<file path="src/icss_regs.vh">
/*
 Constants for the initiator command step sequencer: command codes,
 step codes, bus phase codes and field positions.
 Assumes inclusion by icss_sequencer.v and by the testbench.
*/
`ifndef ICSS_REGS_VH
`define ICSS_REGS_VH
`define ICSS_CMD_SEL_1MSG_CMD   5'h02
`define ICSS_CMD_SEL_1MSG       5'h04
`define ICSS_CMD_SEND_NMSG      5'h06
`define ICSS_CMD_SEND_NCMD      5'h07
`define ICSS_CMD_RECV_NMSG      5'h08
`define ICSS_CMD_SEND_MPU       5'h0F
`define ICSS_CMD_SEND_DMA       5'h10
`define ICSS_CMD_RECV_MPU       5'h11
`define ICSS_CMD_RECV_DMA       5'h12
`define ICSS_CMD_SEND_MPU_PAD   5'h13
`define ICSS_CMD_SEND_DMA_PAD   5'h14
`define ICSS_CMD_RECV_MPU_PAD   5'h15
`define ICSS_CMD_RECV_DMA_PAD   5'h16
`define ICSS_CMD_SEND_1MSG      5'h17
`define ICSS_CMD_SEND_1MSG_ATN  5'h18
`define ICSS_CMD_RECV_MSG       5'h19
`define ICSS_CMD_SEND_CMD       5'h1A
`define ICSS_CMD_RECV_STATUS    5'h1B
`define ICSS_PH_DATA_OUT        3'h0
`define ICSS_PH_DATA_IN         3'h1
`define ICSS_PH_CMD             3'h2
`define ICSS_PH_STATUS          3'h3
`define ICSS_PH_MSG_OUT         3'h6
`define ICSS_PH_MSG_IN          3'h7
`define ICSS_STEP_0             3'h0
`define ICSS_STEP_1             3'h1
`define ICSS_STEP_2             3'h2
`define ICSS_STEP_3             3'h3
`define ICSS_STEP_4             3'h4
`define ICSS_STEP_5             3'h5
`define ICSS_MISALIGN_BIT       7
`define ICSS_BLOCK_LEN          8'h08
`endif

</file>
<file path="src/icss_sequencer.v">
/*
 Initiator command sequencer: runs selecting and single-phase commands,
 reports the step code, moves bytes with REQ/ACK and DMA in blocks gated by
 transfer permission. Assumes the bus-side arbitration/selection results and
 the phase lines come in as pins; byte data paths live elsewhere.
*/
`timescale 1ns/1ps
`include "icss_regs.vh"
// How it works
// - Step 0 awaiting bus free, 1 arbitrating
// - Step 2 selecting; timeout ends it, lost arbitration ends at step 1
// - Select-msg-cmd: steps 3, 4, 5
// - Select-msg only ends at step 4
// - Single-phase: step 0, 1, then 2
// - Each command waits its matching phase
// - Data send waits DATA OUT
// - Data receive waits DATA IN
// - DMA moves blocks, permission checked per block
// - Initiator pause: REQ left unanswered, ACK held low, no DMA request
// - Paused DATA IN bytes equal REQs answered with ACK
// - Target pause: no REQ, DMA request low
// - Bit 7 allows odd-address DMA
module icss_sequencer
(
  input  wire       i_clk,
  input  wire       i_reset,
  input  wire       i_cmd_valid,
  input  wire [4:0] i_cmd_code,
  input  wire [7:0] i_byte_count,
  input  wire       i_target_mode,
  input  wire [7:0] i_select_reselect_identity,
  input  wire       i_bus_free,
  input  wire       i_arb_won,
  input  wire       i_arb_lost,
  input  wire       i_sel_done,
  input  wire       i_sel_timeout,
  input  wire [2:0] i_phase,
  input  wire       i_req,
  input  wire       i_ack,
  input  wire       i_transfer_permission,
  input  wire       i_dma_ack,
  output wire       o_cmd_ready,
  output reg  [2:0] o_step,
  output reg        o_busy,
  output reg        o_done,
  output reg        o_fail,
  output reg        o_ack_out,
  output reg        o_req_out,
  output wire       o_dma_request_out,
  output reg        o_paused,
  output reg        o_odd_dma_enable,
  output reg  [7:0] o_bytes_moved
);
  localparam ST_IDLE  = 6'h01;
  localparam ST_FREE  = 6'h02;
  localparam ST_ARB   = 6'h04;
  localparam ST_SEL   = 6'h08;
  localparam ST_PHASE = 6'h10;
  localparam ST_XFER  = 6'h20;

  reg [5:0] state_q;
  reg [2:0] cmd_q;
  reg [4:0] code_q;
  reg [7:0] count_q;
  reg [7:0] left_q;
  reg [7:0] blk_q;
  reg       perm_q;
  reg [2:0] meta_q;
  reg [2:0] sync_q;
  reg [2:0] want_ph;
  reg       is_dma;
  reg       is_sel;
  reg       sel_cmd;

  wire perm = sync_q[0];
  wire req  = sync_q[1];
  wire ack  = sync_q[2];
  wire phase_ok = (i_phase == want_ph);
  wire blk_end  = (blk_q == `ICSS_BLOCK_LEN - 8'h01);

  assign o_cmd_ready = state_q[0];
  assign o_dma_request_out = state_q[5] & is_dma & ~o_paused & perm;

  always @*
  begin
    is_dma  = 1'b0;
    is_sel  = 1'b0;
    sel_cmd = 1'b0;
    want_ph = `ICSS_PH_MSG_OUT;
    case (code_q)
      `ICSS_CMD_SEL_1MSG_CMD:
      begin
        is_sel  = 1'b1;
        sel_cmd = 1'b1;
      end
      `ICSS_CMD_SEL_1MSG:      is_sel = 1'b1;
      `ICSS_CMD_SEND_NCMD, `ICSS_CMD_SEND_CMD: want_ph = `ICSS_PH_CMD;
      `ICSS_CMD_RECV_NMSG, `ICSS_CMD_RECV_MSG: want_ph = `ICSS_PH_MSG_IN;
      `ICSS_CMD_RECV_STATUS:   want_ph = `ICSS_PH_STATUS;
      `ICSS_CMD_SEND_MPU, `ICSS_CMD_SEND_MPU_PAD: want_ph = `ICSS_PH_DATA_OUT;
      `ICSS_CMD_SEND_DMA, `ICSS_CMD_SEND_DMA_PAD:
      begin
        want_ph = `ICSS_PH_DATA_OUT;
        is_dma  = 1'b1;
      end
      `ICSS_CMD_RECV_MPU, `ICSS_CMD_RECV_MPU_PAD: want_ph = `ICSS_PH_DATA_IN;
      `ICSS_CMD_RECV_DMA, `ICSS_CMD_RECV_DMA_PAD:
      begin
        want_ph = `ICSS_PH_DATA_IN;
        is_dma  = 1'b1;
      end
      default: want_ph = `ICSS_PH_MSG_OUT;
    endcase
    if (is_sel && cmd_q == `ICSS_STEP_4)
      want_ph = `ICSS_PH_CMD;
  end

  always @(posedge i_clk)
  begin
    if (i_reset)
    begin
      meta_q   <= 3'h0;
      sync_q   <= 3'h0;
    end
    else
    begin
      meta_q   <= {i_ack, i_req, i_transfer_permission};
      sync_q   <= meta_q;
    end
  end

  always @(posedge i_clk)
  begin
    if (i_reset)
    begin
      state_q          <= ST_IDLE;
      cmd_q            <= `ICSS_STEP_0;
      code_q           <= 5'h00;
      count_q          <= 8'h00;
      left_q           <= 8'h00;
      blk_q            <= 8'h00;
      perm_q           <= 1'b1;
      o_step           <= `ICSS_STEP_0;
      o_busy           <= 1'b0;
      o_done           <= 1'b0;
      o_fail           <= 1'b0;
      o_ack_out        <= 1'b0;
      o_req_out        <= 1'b0;
      o_paused         <= 1'b0;
      o_odd_dma_enable <= 1'b0;
      o_bytes_moved    <= 8'h00;
    end
    else
    begin
      o_done <= 1'b0;
      o_fail <= 1'b0;
      o_req_out <= i_target_mode & state_q[5] & ~o_paused & ~ack;
      case (state_q)
        ST_IDLE:
        if (i_cmd_valid)
        begin
          code_q           <= i_cmd_code;
          count_q          <= i_byte_count;
          o_step           <= `ICSS_STEP_0;
          cmd_q            <= `ICSS_STEP_0;
          o_busy           <= 1'b1;
          o_bytes_moved    <= 8'h00;
          blk_q            <= 8'h00;
          perm_q           <= 1'b1;
          o_paused         <= 1'b0;
          o_odd_dma_enable <= i_select_reselect_identity[`ICSS_MISALIGN_BIT];
          state_q          <= (i_cmd_code == `ICSS_CMD_SEL_1MSG_CMD || i_cmd_code == `ICSS_CMD_SEL_1MSG) ?
                              ST_FREE : ST_PHASE;
        end
        ST_FREE:
        if (i_bus_free)
        begin
          o_step  <= `ICSS_STEP_1;
          state_q <= ST_ARB;
        end
        ST_ARB:
        if (i_arb_lost)
        begin
          o_fail  <= 1'b1;
          o_busy  <= 1'b0;
          state_q <= ST_IDLE;
        end
        else if (i_arb_won)
        begin
          o_step  <= `ICSS_STEP_2;
          state_q <= ST_SEL;
        end
        ST_SEL:
        if (i_sel_timeout)
        begin
          o_fail  <= 1'b1;
          o_busy  <= 1'b0;
          state_q <= ST_IDLE;
        end
        else if (i_sel_done)
        begin
          o_step  <= `ICSS_STEP_3;
          cmd_q   <= `ICSS_STEP_3;
          left_q  <= 8'h01;
          state_q <= ST_PHASE;
        end
        ST_PHASE:
        begin
          if (!is_sel)
            o_step <= `ICSS_STEP_1;
          if (phase_ok)
          begin
            if (!is_sel)
              left_q <= (count_q == 8'h00) ? 8'h01 : count_q;
            else if (cmd_q == `ICSS_STEP_4)
              left_q <= (count_q == 8'h00) ? 8'h01 : count_q;
            state_q <= ST_XFER;
          end
        end
        ST_XFER:
        begin
          if (o_paused && perm && blk_q == 8'h00)
            o_paused <= 1'b0;
          if (o_ack_out)
          begin
            if (!req)
            begin
              o_ack_out     <= 1'b0;
              o_bytes_moved <= o_bytes_moved + 8'h01;
              left_q        <= left_q - 8'h01;
              if (is_dma)
              begin
                blk_q <= blk_end ? 8'h00 : blk_q + 8'h01;
                if (!perm)
                  perm_q <= 1'b0;
                if (blk_end && (!perm || !perm_q))
                begin
                  o_paused  <= 1'b1;
                  o_req_out <= 1'b0;
                end
              end
              if (left_q == 8'h01)
              begin
                if (is_sel && sel_cmd && cmd_q == `ICSS_STEP_3)
                begin
                  o_step  <= `ICSS_STEP_4;
                  cmd_q   <= `ICSS_STEP_4;
                  state_q <= ST_PHASE;
                end
                else
                begin
                  if (!is_sel)
                    o_step <= `ICSS_STEP_2;
                  else if (sel_cmd)
                    o_step <= `ICSS_STEP_5;
                  else
                    o_step <= `ICSS_STEP_4;
                  o_done  <= 1'b1;
                  o_busy  <= 1'b0;
                  o_paused <= 1'b0;
                  o_req_out <= 1'b0;
                  state_q <= ST_IDLE;
                end
              end
            end
          end
          // REQ taken by level so one raised early or during a pause is not lost
          else if (req && !o_paused && (!is_dma || i_dma_ack || perm))
          begin
            perm_q    <= perm;
            o_ack_out <= 1'b1;
          end
        end
        default: state_q <= ST_IDLE;
      endcase
    end
  end
endmodule

</file>
<file path="config.mk">
export PLATFORM = sky130hd
export DESIGN_NAME = icss_sequencer
export DESIGN_NICKNAME = d
export VERILOG_FILES = /design/src/icss_sequencer.v
export VERILOG_INCLUDE_DIRS = /design/src
export SDC_FILE = /design/constraint.sdc
export NUM_CORES = 1
export LEC_CHECK = 0
export ABC_AREA = 1
export ABC_CLOCK_PERIOD_IN_PS = 1600
export BUFFER_PORTS_ARGS = -buffer_cell sky130_fd_sc_hd__clkbuf_2
export CORE_MARGIN = 2
export CORE_UTILIZATION = 25
export CTS_CLUSTER_DIAMETER = 30
export DETAILED_ROUTE_END_ITERATION = 8
export GPL_TIMING_DRIVEN = 0
export PLACE_DENSITY = 0.55
export REMOVE_ABC_BUFFERS = 1
export SYNTH_ARGS = -nofsm -noshare
export SYNTH_HDL_FRONTEND = slang
export SYNTH_SLANG_ARGS = --single-unit
</file>
<file path="constraint.sdc">
create_clock -name i_clk -period 1.6 [get_ports i_clk]
set_input_delay 0.32 -clock i_clk [delete_from_list [all_inputs] [get_ports i_clk]]
set_output_delay 0.32 -clock i_clk [all_outputs]
set_load 0.03 [all_outputs]
</file>
==> results of run 1 <==
[synthesized netlist by cell type, types with 2 or more instances]
master | number | share of area, %
a211oi_1 | 4 | 0.89
a21oi_1 | 45 | 6.7
a22oi_1 | 3 | 0.67
and2_1 | 2 | 0.37
buf_4 | 6 | 1.3
clkbuf_1 | 7 | 0.78
dfxtp_1 | 62 | 37
ha_1 | 5 | 1.8
inv_1 | 83 | 9.2
inv_2 | 3 | 0.33
nand2_1 | 76 | 8.4
nand3_1 | 42 | 6.2
nand3b_1 | 2 | 0.44
nand4_1 | 7 | 1.3
nor2_1 | 63 | 7.0
nor2_2 | 6 | 1.1
nor2_4 | 4 | 1.3
nor3_1 | 13 | 1.9
nor3_2 | 2 | 0.59
o21ai_0 | 31 | 4.6
o21ai_1 | 2 | 0.30
o21ai_2 | 2 | 0.52
o22ai_1 | 2 | 0.37
o31ai_1 | 3 | 0.67
xor2_1 | 5 | 1.3
[cells by family after synthesis]
logic type	after synthesis
buffers and inverters	101
XOR/XNOR	5
AND/OR/NAND/NOR	222
AO/OA/AOI/OAI	104
adder cells (fa/ha/maj)	5
flip-flops	62
[worst max path at each step]
stage,startpoint,to,slack [ps],cells after the start
floorplan,state_q[0]$_SDFFE_PP1P_,blk_q[7]$_SDFFE_PP0P_,-1050,11
global placement,state_q[0]$_SDFFE_PP1P_,blk_q[7]$_SDFFE_PP0P_,-1920,11
detailed placement,state_q[0]$_SDFFE_PP1P_,blk_q[7]$_SDFFE_PP0P_,-1890,11
CTS,state_q[3]$_SDFFE_PP0P_,blk_q[6]$_SDFFE_PP0P_,-370,10
global route,state_q[3]$_SDFFE_PP0P_,o_bytes_moved[6]$_SDFFE_PP0P_,-460,12
finish,state_q[3]$_SDFFE_PP0P_,o_bytes_moved[6]$_SDFFE_PP0P_,-330,12
[where the power goes]
part | total, mW | leakage [nW] | internal [mW] | switching [mW]
Clock | 2.00 | 0.141 | 1.25 | 0.748
Combinational | 3.64 | 1.54 | 1.49 | 2.15
Sequential | 2.19 | 0.513 | 1.88 | 0.308
[layer usage]
| layer | track usage [%] | part of all wire [%] | up-vias |
|---|---|---|---|
| met5 | 0 | 0 | - |
| met4 | 5.67 | 1.5 | 0 |
| met3 | 3.77 | 6.6 | 22 |
| met2 | 23.0 | 48 | 131 |
| met1 | 18.0 | 44 | 1707 |
| li1 | - | - | 1844 |
[what timing repair did]
action,CTS,global route
gates resized for setup,81,90
pin swaps,16,23
buffers inserted,33,15
cloned,6,1
endpoints found under the setup margin,56,56
[area by class of cell]
class / count / area (um2) / share of cell area (%)
multi-input combinational: 339 / 2180 / 43.1
tap: 176 / 220 / 4.35
clock inverter: 6 / 70.1 / 1.39
clock buffer: 10 / 239 / 4.73
sequential: 62 / 1270 / 25.2
timing repair inverter: 4 / 30.0 / 0.594
timing repair buffer: 97 / 707 / 14.0
inverter: 86 / 334 / 6.61
[critical path, delay by kind of cell, from the launching register on]
family,cells,cell delay (ps)
buffers and inverters,2,290
AOI/OAI and AO/OA,2,170
DFF,1,340
and+or+nand+nor,8,1020
[cells in the final DEF (no fill, tap or decap), types with 3 or more instances in the layout]
cell type / netlist / routed
clkbuf_2: 0 / 48
inv_2: 3 / 15
ha_1: 5 / 5
nand2_4: 0 / 3
nor2_1: 63 / 47
nor2_2: 6 / 13
a211oi_1: 4 / 4
nand2_1: 76 / 68
a22oi_1: 3 / 3
nand2_2: 0 / 6
nor3_4: 0 / 6
xor2_1: 5 / 5
o21ai_0: 31 / 10
nand3_2: 1 / 8
a21oi_2: 1 / 5
dfxtp_2: 0 / 6
nand4_1: 7 / 7
nand3_1: 42 / 32
clkbuf_16: 0 / 9
o21ai_1: 2 / 11
clkinvlp_4: 0 / 10
buf_6: 0 / 14
dfxtp_4: 0 / 7
buf_4: 6 / 30
nor3_1: 13 / 9
a21oi_1: 45 / 40
nor2_4: 4 / 13
nand3_4: 0 / 3
inv_1: 83 / 68
o21ai_2: 2 / 13
dfxtp_1: 62 / 49
[through the flow]
| stage | total power, mW | utilization (%) | instance area (um2) |
|---|---|---|---|
| final | 7.83 | 38.2 | 5060 |
| after global routing | 8.30 | 38.2 | 5060 |
| after CTS | 7.19 | 35.2 | 4660 |
| after detailed placement | 4.36 | 28.5 | 3770 |
| after global placement | 4.32 | 28.5 | 3770 |
| after floorplan | 3.82 | - | 3310 |
[registers in the layout (all words and copies together) (netlist names), 2 cells and up]
name           count
o_step             3
blk_q              8
count_q            8
left_q             8
sync_q             3
state_q            6
o_bytes_moved      8
meta_q             3
cmd_q              2
code_q             5
==> qor.csv, run 1 <==
metric,value,unit
outcome,finished with violations,
failing checks,setup timing,
Via density,4.75,
Async SR Flop Fraction,0,%
post-layout min period,1930,ps
pre-CTS setup slack,-1890,ps
nets,641,
antenna violations before repair,0,
# setup viols final,52,
worst clock skew,8.08,ps
final worst slack,-331,ps
crit path max fanout,6,
die width,120,um
critical setup path kind,reg2reg,
Critical Path AT,2150,ps
worst flop-to-flop path startpoint,state_q[3]$_SDFFE_PP0P_,
die area,0.0145,mm2
clock transition at the registers of the reported paths,60,ps
number of global-route vias before repair,3463,
max-cap viol count,0,
commonest register cell after synthesis,dfxtp_1,
Max Clock Freq,518,MHz
DP Wirelength,6.18,mm
number of buffers created by CTS,9,
Synth Warn #,0,
Synth Instances,499,
Avg Inst Size Synth,6.79,um2
routed length per instance,13.4,um
Hold Path End,meta_q[1]$_SDFF_PP0_,
post-synthesis compound-gate area fraction,18.1,%
Core ar.,0.0132,mm2
Pwr per Cell Area,1550,mW/mm2
Post-Synthesis Cell Area,0.00339,mm2
H-tree Lvls,3,
CP endpoint kind,register,
P&R area growth vs syn,49.4,%
final non-filler cell total,780,
share of cells above drive strength 1,38.6,%
"Seq/Total Area, Yosys",36.7,%
starting density of the core,25.6,%
setup TNS,-9780,ps
Worst R2R Path Depth,12,
clock buffer depth,2,
GRT Util Overall,14.2,%
1st-iter DRT viols,330,
Synth cell types,44,
final period utilization,121,%
CTS sink count,62,
main combinational cell family by area after synthesis,simple AND/OR/NAND/NOR gates,
Static Leak,2.20,nW
total grt overflow,0,
Initial DRT Pass Iterations,5,
number of synthesized flops with an enable pin,0,
antenna-violating nets left,0,
RSZ-0062 raised after global routing,yes,
CP Launch Type,register,
clk root buf,clkbuf_16,
min-delay src,i_req,
placed cell count,709,
Slew @ Worst Pin,660,ps
adder-cell share of the synthesized area,1.85,%
VDD IR max,982,uV
Fillers,1403,
port bufs,49,
WHS Path Cells,3,
routability congestion estimate,0.895,
simple logic cell fraction of the synthesized area,30.2,%
post-synthesis mux area share,0,%
antenna diode count,0,
Worst path max stage delay,340,ps
pin count of the biggest net entering global routing,28,
CP max stage cell,dfxtp_2,
reg2reg end,o_bytes_moved[6]$_SDFFE_PP0P_,
"Clk Latency, worst-skew pair",340,ps
Worst R2R Setup Slack,-330,ps
xor/xnor share of the synthesized area,1.29,%
WL final,10.4,mm
Final Hold Viols,0,
"Cell Chain, Critical Path",nor2_4 > nand2_2 > nor3_4 > buf_6 > nor2_2 > nor2_4 > buf_6 > nand3_4 > nor3_4 > nand2_1 > o21ai_1 > a21oi_1,
Worst EP required,1820,ps
# DRC,0,
CTS Hold Bufs,0,
CTS tree,done,
first-pass GRT wire length,16.4,mm
Hold Slack,168,ps
total I/O pin count,57,
Synth Register Bits,62,
number of max-slew violations in the final report,0,
HP Class,in2reg,
vias,3704,
Max-slew headroom,56.0,%
Die Ht,120,um
Row Count,42,
Power figures use the tool's default switching activity.
==> inputs of run 2 (changes only) <==
--- a/config.mk
+++ b/config.mk
@@ -19,3 +19,4 @@
 export SYNTH_ARGS = -nofsm -noshare
 export SYNTH_HDL_FRONTEND = slang
 export SYNTH_SLANG_ARGS = --single-unit
+export TNS_END_PERCENT = 50
==> run 2 against run 1 <==
Against the previous run: sequential cell count stayed put; final cell count is 1.2% lower; first-iteration DRC count is 5.5% lower; largest power group unchanged; core utilization is 1.5 points lower; register-to-register slack hardly changed; design area is 3.9% lower; the flow still finishes with violations (setup timing); die area stayed put; largest cell class unchanged; non-clock buffer count is 9 lower.
==> qor.csv, run 2 (synthesis gave the netlist of run 1 again) <==
metric,value,unit
outcome,finished with violations,
failing checks,setup timing,
sw frac,40.9,%
number of max-slew violations in the final report,0,
Int Pwr,4.52,mW
CP endpoint kind,register,
most frequent cells in the layout,"70 x inv_1, 67 x nand2_1, 52 x nor2_1",
Die Ht,120,um
VDD IR max,755,uV
Setup crit start,state_q[3]$_SDFFE_PP0P_,
Static Leak,2.13,nW
pin count of the biggest net entering global routing,28,
min-delay src,i_req,
"Clk Latency, worst-skew pair",340,ps
RSZ-0062 raised after global routing,yes,
WL final,10.2,mm
Max-slew headroom,57.6,%
nets,632,
Seq pwr share,28.6,%
clock share of power,26.1,%
post-layout min period,1930,ps
clock buffer depth,2,
routed length per instance,13.3,um
Final Hold Viols,0,
antenna diode count,0,
Fillers,1418,
antenna-violating nets left,0,
DP Wirelength,6.18,mm
Final Power,7.64,mW
Pwr per Cell Area,1570,mW/mm2
# setup viols final,42,
critical setup path kind,reg2reg,
CTS tree,done,
number of buffers created by CTS,9,
CP Launch Type,register,
Initial DRT Pass Iterations,5,
GRT Util Overall,13.9,%
number of global-route vias before repair,3391,
share of cells above drive strength 1,34.8,%
final period utilization,121,%
Slew @ Worst Pin,636,ps
P_sw,3.12,mW
die width,120,um
clock transition at the registers of the reported paths,50,ps
Max Clock Freq,517,MHz
first-pass GRT wire length,16.0,mm
1st-iter DRT viols,312,
starting density of the core,25.6,%
Logic pwr share,45.3,%
P&R area growth vs syn,43.6,%
worst flop-to-flop path startpoint,state_q[3]$_SDFFE_PP0P_,
total I/O pin count,57,
crit path max fanout,6,
max-cap viol count,0,
die area,0.0145,mm2
total grt overflow,0,
worst clock skew,8.97,ps
Core ar.,0.0132,mm2
Via density,4.76,
HP Class,in2reg,
antenna violations before repair,0,
"most common cell after layout, fill and taps aside",inv_1,
Critical Path AT,2180,ps
routability congestion estimate,0.895,
# DRC,0,
Worst EP required,1850,ps
pre-CTS setup slack,-1890,ps
final worst slack,-333,ps
CTS Hold Bufs,0,
port bufs,49,
vias,3668,
H-tree Lvls,3,
clk root buf,clkbuf_16,
CTS sink count,62,
Row Count,42,
run 2: cell count changes in the layout (fill, tap and decap cells not counted), sizes merged:
cell  delta
buf      -9
run 2: per-stage QoR:
step           util (%)  std cells  instance area, um2  hold WS [ps]  setup TNS (ps)
6_report           36.7        771                4860           171           -9040
3_5_place_dp       28.5        709                3770           398          -68310
3_3_place_gp       28.5        709                3770           401          -68520
2_1_floorplan         -        484                3310           388          -33410
5_1_grt            36.7        771                4860           176          -14800
4_1_cts            34.5        759                4570           167          -13130
run 2: area by class of cell:
class | count | area, um2 | area share (%)
Timing Repair Buffer | 88 | 601 | 12.4
Timing Repair inverter | 4 | 27.5 | 0.566
Multi-Input combinational cell | 339 | 2100 | 43.2
Sequential cell | 62 | 1270 | 26.2
Clock buffer | 10 | 239 | 4.92
Clock inverter | 6 | 70.1 | 1.44
Tap cell | 176 | 220 | 4.53
Inverter | 86 | 334 | 6.87
run 2: power groups by stage:
| stage | Clock, mW | Combinational (mW) | Sequential, mW |
|---|---|---|---|
| floorplan | 0 | 1.67 | 2.15 |
| detailed placement | 0 | 2.25 | 2.11 |
| global route | 2.10 | 3.80 | 2.22 |
| global placement | 0 | 2.22 | 2.11 |
| CTS | 2.04 | 2.88 | 2.13 |
| finish | 1.99 | 3.47 | 2.18 |
run 2: worst paths after layout:
check | cells after the start | end | slack, ps
setup / recovery | 9 | blk_q[1]$_SDFFE_PP0P_ | -330
hold / removal | 3 | meta_q[1]$_SDFF_PP0_ | 170
setup reg to reg | 9 | blk_q[1]$_SDFFE_PP0P_ | -330
hold reg to reg | 2 | sync_q[2]$_SDFF_PP0_ | 410
run 2: timing repair:
item	in CTS	in global routing
resized for setup	62	73
setup buffers	31	8
gates cloned	3	4
pin swaps	13	22
endpoints found under the setup margin	56	56
run 2: per-layer routing:
| metal | GRT usage (%) | wire length [um] | vias up |
|---|---|---|---|
| li1 | - | - | 1827 |
| met2 | 22.0 | 4910 | 122 |
| met4 | 6.03 | 181 | 0 |
| met1 | 17.8 | 4440 | 1699 |
| met3 | 3.44 | 708 | 20 |
| met5 | 0 | 0 | - |
run 2: critical path, stage by stage (launching register included):
cell and delay, ps:
dfxtp_2 330, nor2_4 150, nand2_2 100, nor3_4 210, clkinvlp_4 190, buf_6 150
o21ai_4 310, buf_6 160, nor2_2 30, a211oi_1 210
==> inputs of run 3 (changes only) <==
--- a/config.mk
+++ b/config.mk
@@ -9,13 +9,16 @@
 export ABC_AREA = 1
 export ABC_CLOCK_PERIOD_IN_PS = 1600
 export BUFFER_PORTS_ARGS = -buffer_cell sky130_fd_sc_hd__clkbuf_2
+export CELL_PAD_IN_SITES_DETAIL_PLACEMENT = 2
+export CELL_PAD_IN_SITES_GLOBAL_PLACEMENT = 2
 export CORE_MARGIN = 2
 export CORE_UTILIZATION = 25
 export CTS_CLUSTER_DIAMETER = 30
 export DETAILED_ROUTE_END_ITERATION = 8
 export GPL_TIMING_DRIVEN = 0
-export PLACE_DENSITY = 0.55
+export PLACE_DENSITY = 0.81
 export REMOVE_ABC_BUFFERS = 1
+export SETUP_SLACK_MARGIN = 0.05
 export SYNTH_ARGS = -nofsm -noshare
 export SYNTH_HDL_FRONTEND = slang
 export SYNTH_SLANG_ARGS = --single-unit
==> run 3 against run 2 <==
Against the previous run: the flow still finishes with violations (setup timing); worst setup slack worse by 170 ps; largest cell class unchanged; final cell count is 1.2% higher; largest power group unchanged; design area is 6.5% higher.
==> qor.csv, run 3 (synthesis gave the netlist of run 1 again) <==
metric,value,unit
outcome,finished with violations,
failing checks,setup timing,
# DRC,0,
Final Instance Area,0.00517,mm2
share of cells above drive strength 1,40.1,%
Core ar.,0.0132,mm2
Fillers,1538,
most frequent cells in the layout,"70 x inv_1, 64 x nand2_1, 50 x dfxtp_1",
Logic pwr share,48.0,%
starting density of the core,25.6,%
placed cell area,0.00377,mm2
Final Power,8.48,mW
"most common cell after layout, fill and taps aside",inv_1,
GRT Util Overall,20.4,%
antenna violations before repair,0,
critical setup path kind,reg2reg,
RSZ-0062 raised after global routing,yes,
Max Clock Freq,475,MHz
Storage cell area,0.00127,mm2
number of buffers created by CTS,9,
Initial DRT Pass Iterations,6,
Slew @ Worst Pin,646,ps
Die Ht,120,um
routability congestion estimate,0.812,
number of global-route vias before repair,4336,
total grt overflow,0,
crit path max fanout,5,
nets,642,
routed length per instance,20.2,um
area occupied by multi-input gates,0.00227,mm2
Int Pwr,4.86,mW
post-layout min period,2100,ps
die width,120,um
1st-iter DRT viols,181,
CTS Hold Bufs,0,
number of max-slew violations in the final report,0,
CTS tree,done,
total I/O pin count,57,
final period utilization,132,%
max-cap viol count,0,
sw frac,42.7,%
pin count of the biggest net entering global routing,28,
"Clk Latency, worst-skew pair",350,ps
Pwr per Cell Area,1640,mW/mm2
port bufs,49,
antenna diode count,0,
HP Class,in2reg,
antenna-violating nets left,0,
clk root buf,clkbuf_16,
Final Hold Viols,0,
die area,0.0145,mm2
Seq pwr share,26.3,%
worst clock skew,7.11,ps
final worst slack,-505,ps
Static Leak,2.21,nW
VDD IR max,729,uV
clock buffer depth,2,
Worst R2R Setup Slack,-500,ps
P&R area growth vs syn,52.8,%
P_sw,3.62,mW
Hold Slack,168,ps
Via density,5.05,
Worst EP required,1840,ps
CTS sink count,62,
CP Launch Type,register,
Row Count,42,
clock transition at the registers of the reported paths,50,ps
Critical Path AT,2340,ps
Max-slew headroom,56.8,%
WL final,15.8,mm
DP Wirelength,8.31,mm
first-pass GRT wire length,22.8,mm
clock share of power,25.7,%
H-tree Lvls,3,
vias,3936,
# setup viols final,56,
CP endpoint kind,register,
[run 3: final cells by class]
| cell class | count | share of cell area (%) |
|---|---|---|
| clock buffer | 12 | 4.96 |
| clock inverter | 3 | 1.31 |
| inverter | 86 | 6.60 |
| multi-input combinational | 340 | 44.0 |
| sequential | 62 | 24.6 |
| tap | 176 | 4.26 |
| timing repair buffer | 100 | 14.2 |
| timing repair inverter | 1 | 0.145 |
[run 3: power by group through the flow]
stage	registers [mW]	logic, mW	clock network (mW)
2_1_floorplan	2.15	1.67	0
3_3_place_gp	2.11	2.26	0
3_5_place_dp	2.14	2.39	0
4_1_cts	2.18	3.31	2.20
5_1_grt	2.27	4.40	2.30
6_report	2.23	4.07	2.18
[run 3: worst max-delay path: stages (launching register included)]
cell	delay (ps)
dfxtp_2	340
nor2_4	160
nand2_4	80
nor3_4	180
buf_6	140
clkinvlp_4	120
buf_8	160
buf_6	130
nor2_4	80
nor2_2	50
nand3_2	100
nor2_4	70
nand2_2	150
nand2_1	80
nand2_1	90
nor2_1	60
[run 3: per-layer routing]
layer	share of wire (%)	wire length, um	global-route usage [%]
met1	40	6240	22.3
met4	4.1	653	8.87
met2	52	8260	37.1
met5	0	0	0
met3	4.1	640	5.00
[run 3: what timing repair did]
action                                  in CTS  in global routing
pin swaps                                   29                 30
gates cloned                                 4                  1
buffers inserted                            36                 16
endpoints found under the setup margin      56                 56
resized for setup                          109                 70
[run 3: final timing paths]
check                          start                      end  cells after the start
max reg2reg  state_q[2]$_SDFFE_PP0P_  state_q[3]$_SDFFE_PP0P_                     15
min reg2reg     meta_q[2]$_SDFF_PP0_     sync_q[2]$_SDFF_PP0_                      2
max          state_q[2]$_SDFFE_PP0P_  state_q[3]$_SDFFE_PP0P_                     15
min                            i_req     meta_q[1]$_SDFF_PP0_                      3
[run 3: through the flow]
stage	instances	utilization [%]	setup slack [ps]	TNS (ps)
floorplan	484	-	-1050	-33410
global placement	709	28.5	-2010	-73230
detailed placement	709	28.5	-2150	-77970
CTS	764	36.1	-414	-15210
global route	780	39.1	-624	-23050
finish	780	39.1	-505	-15860
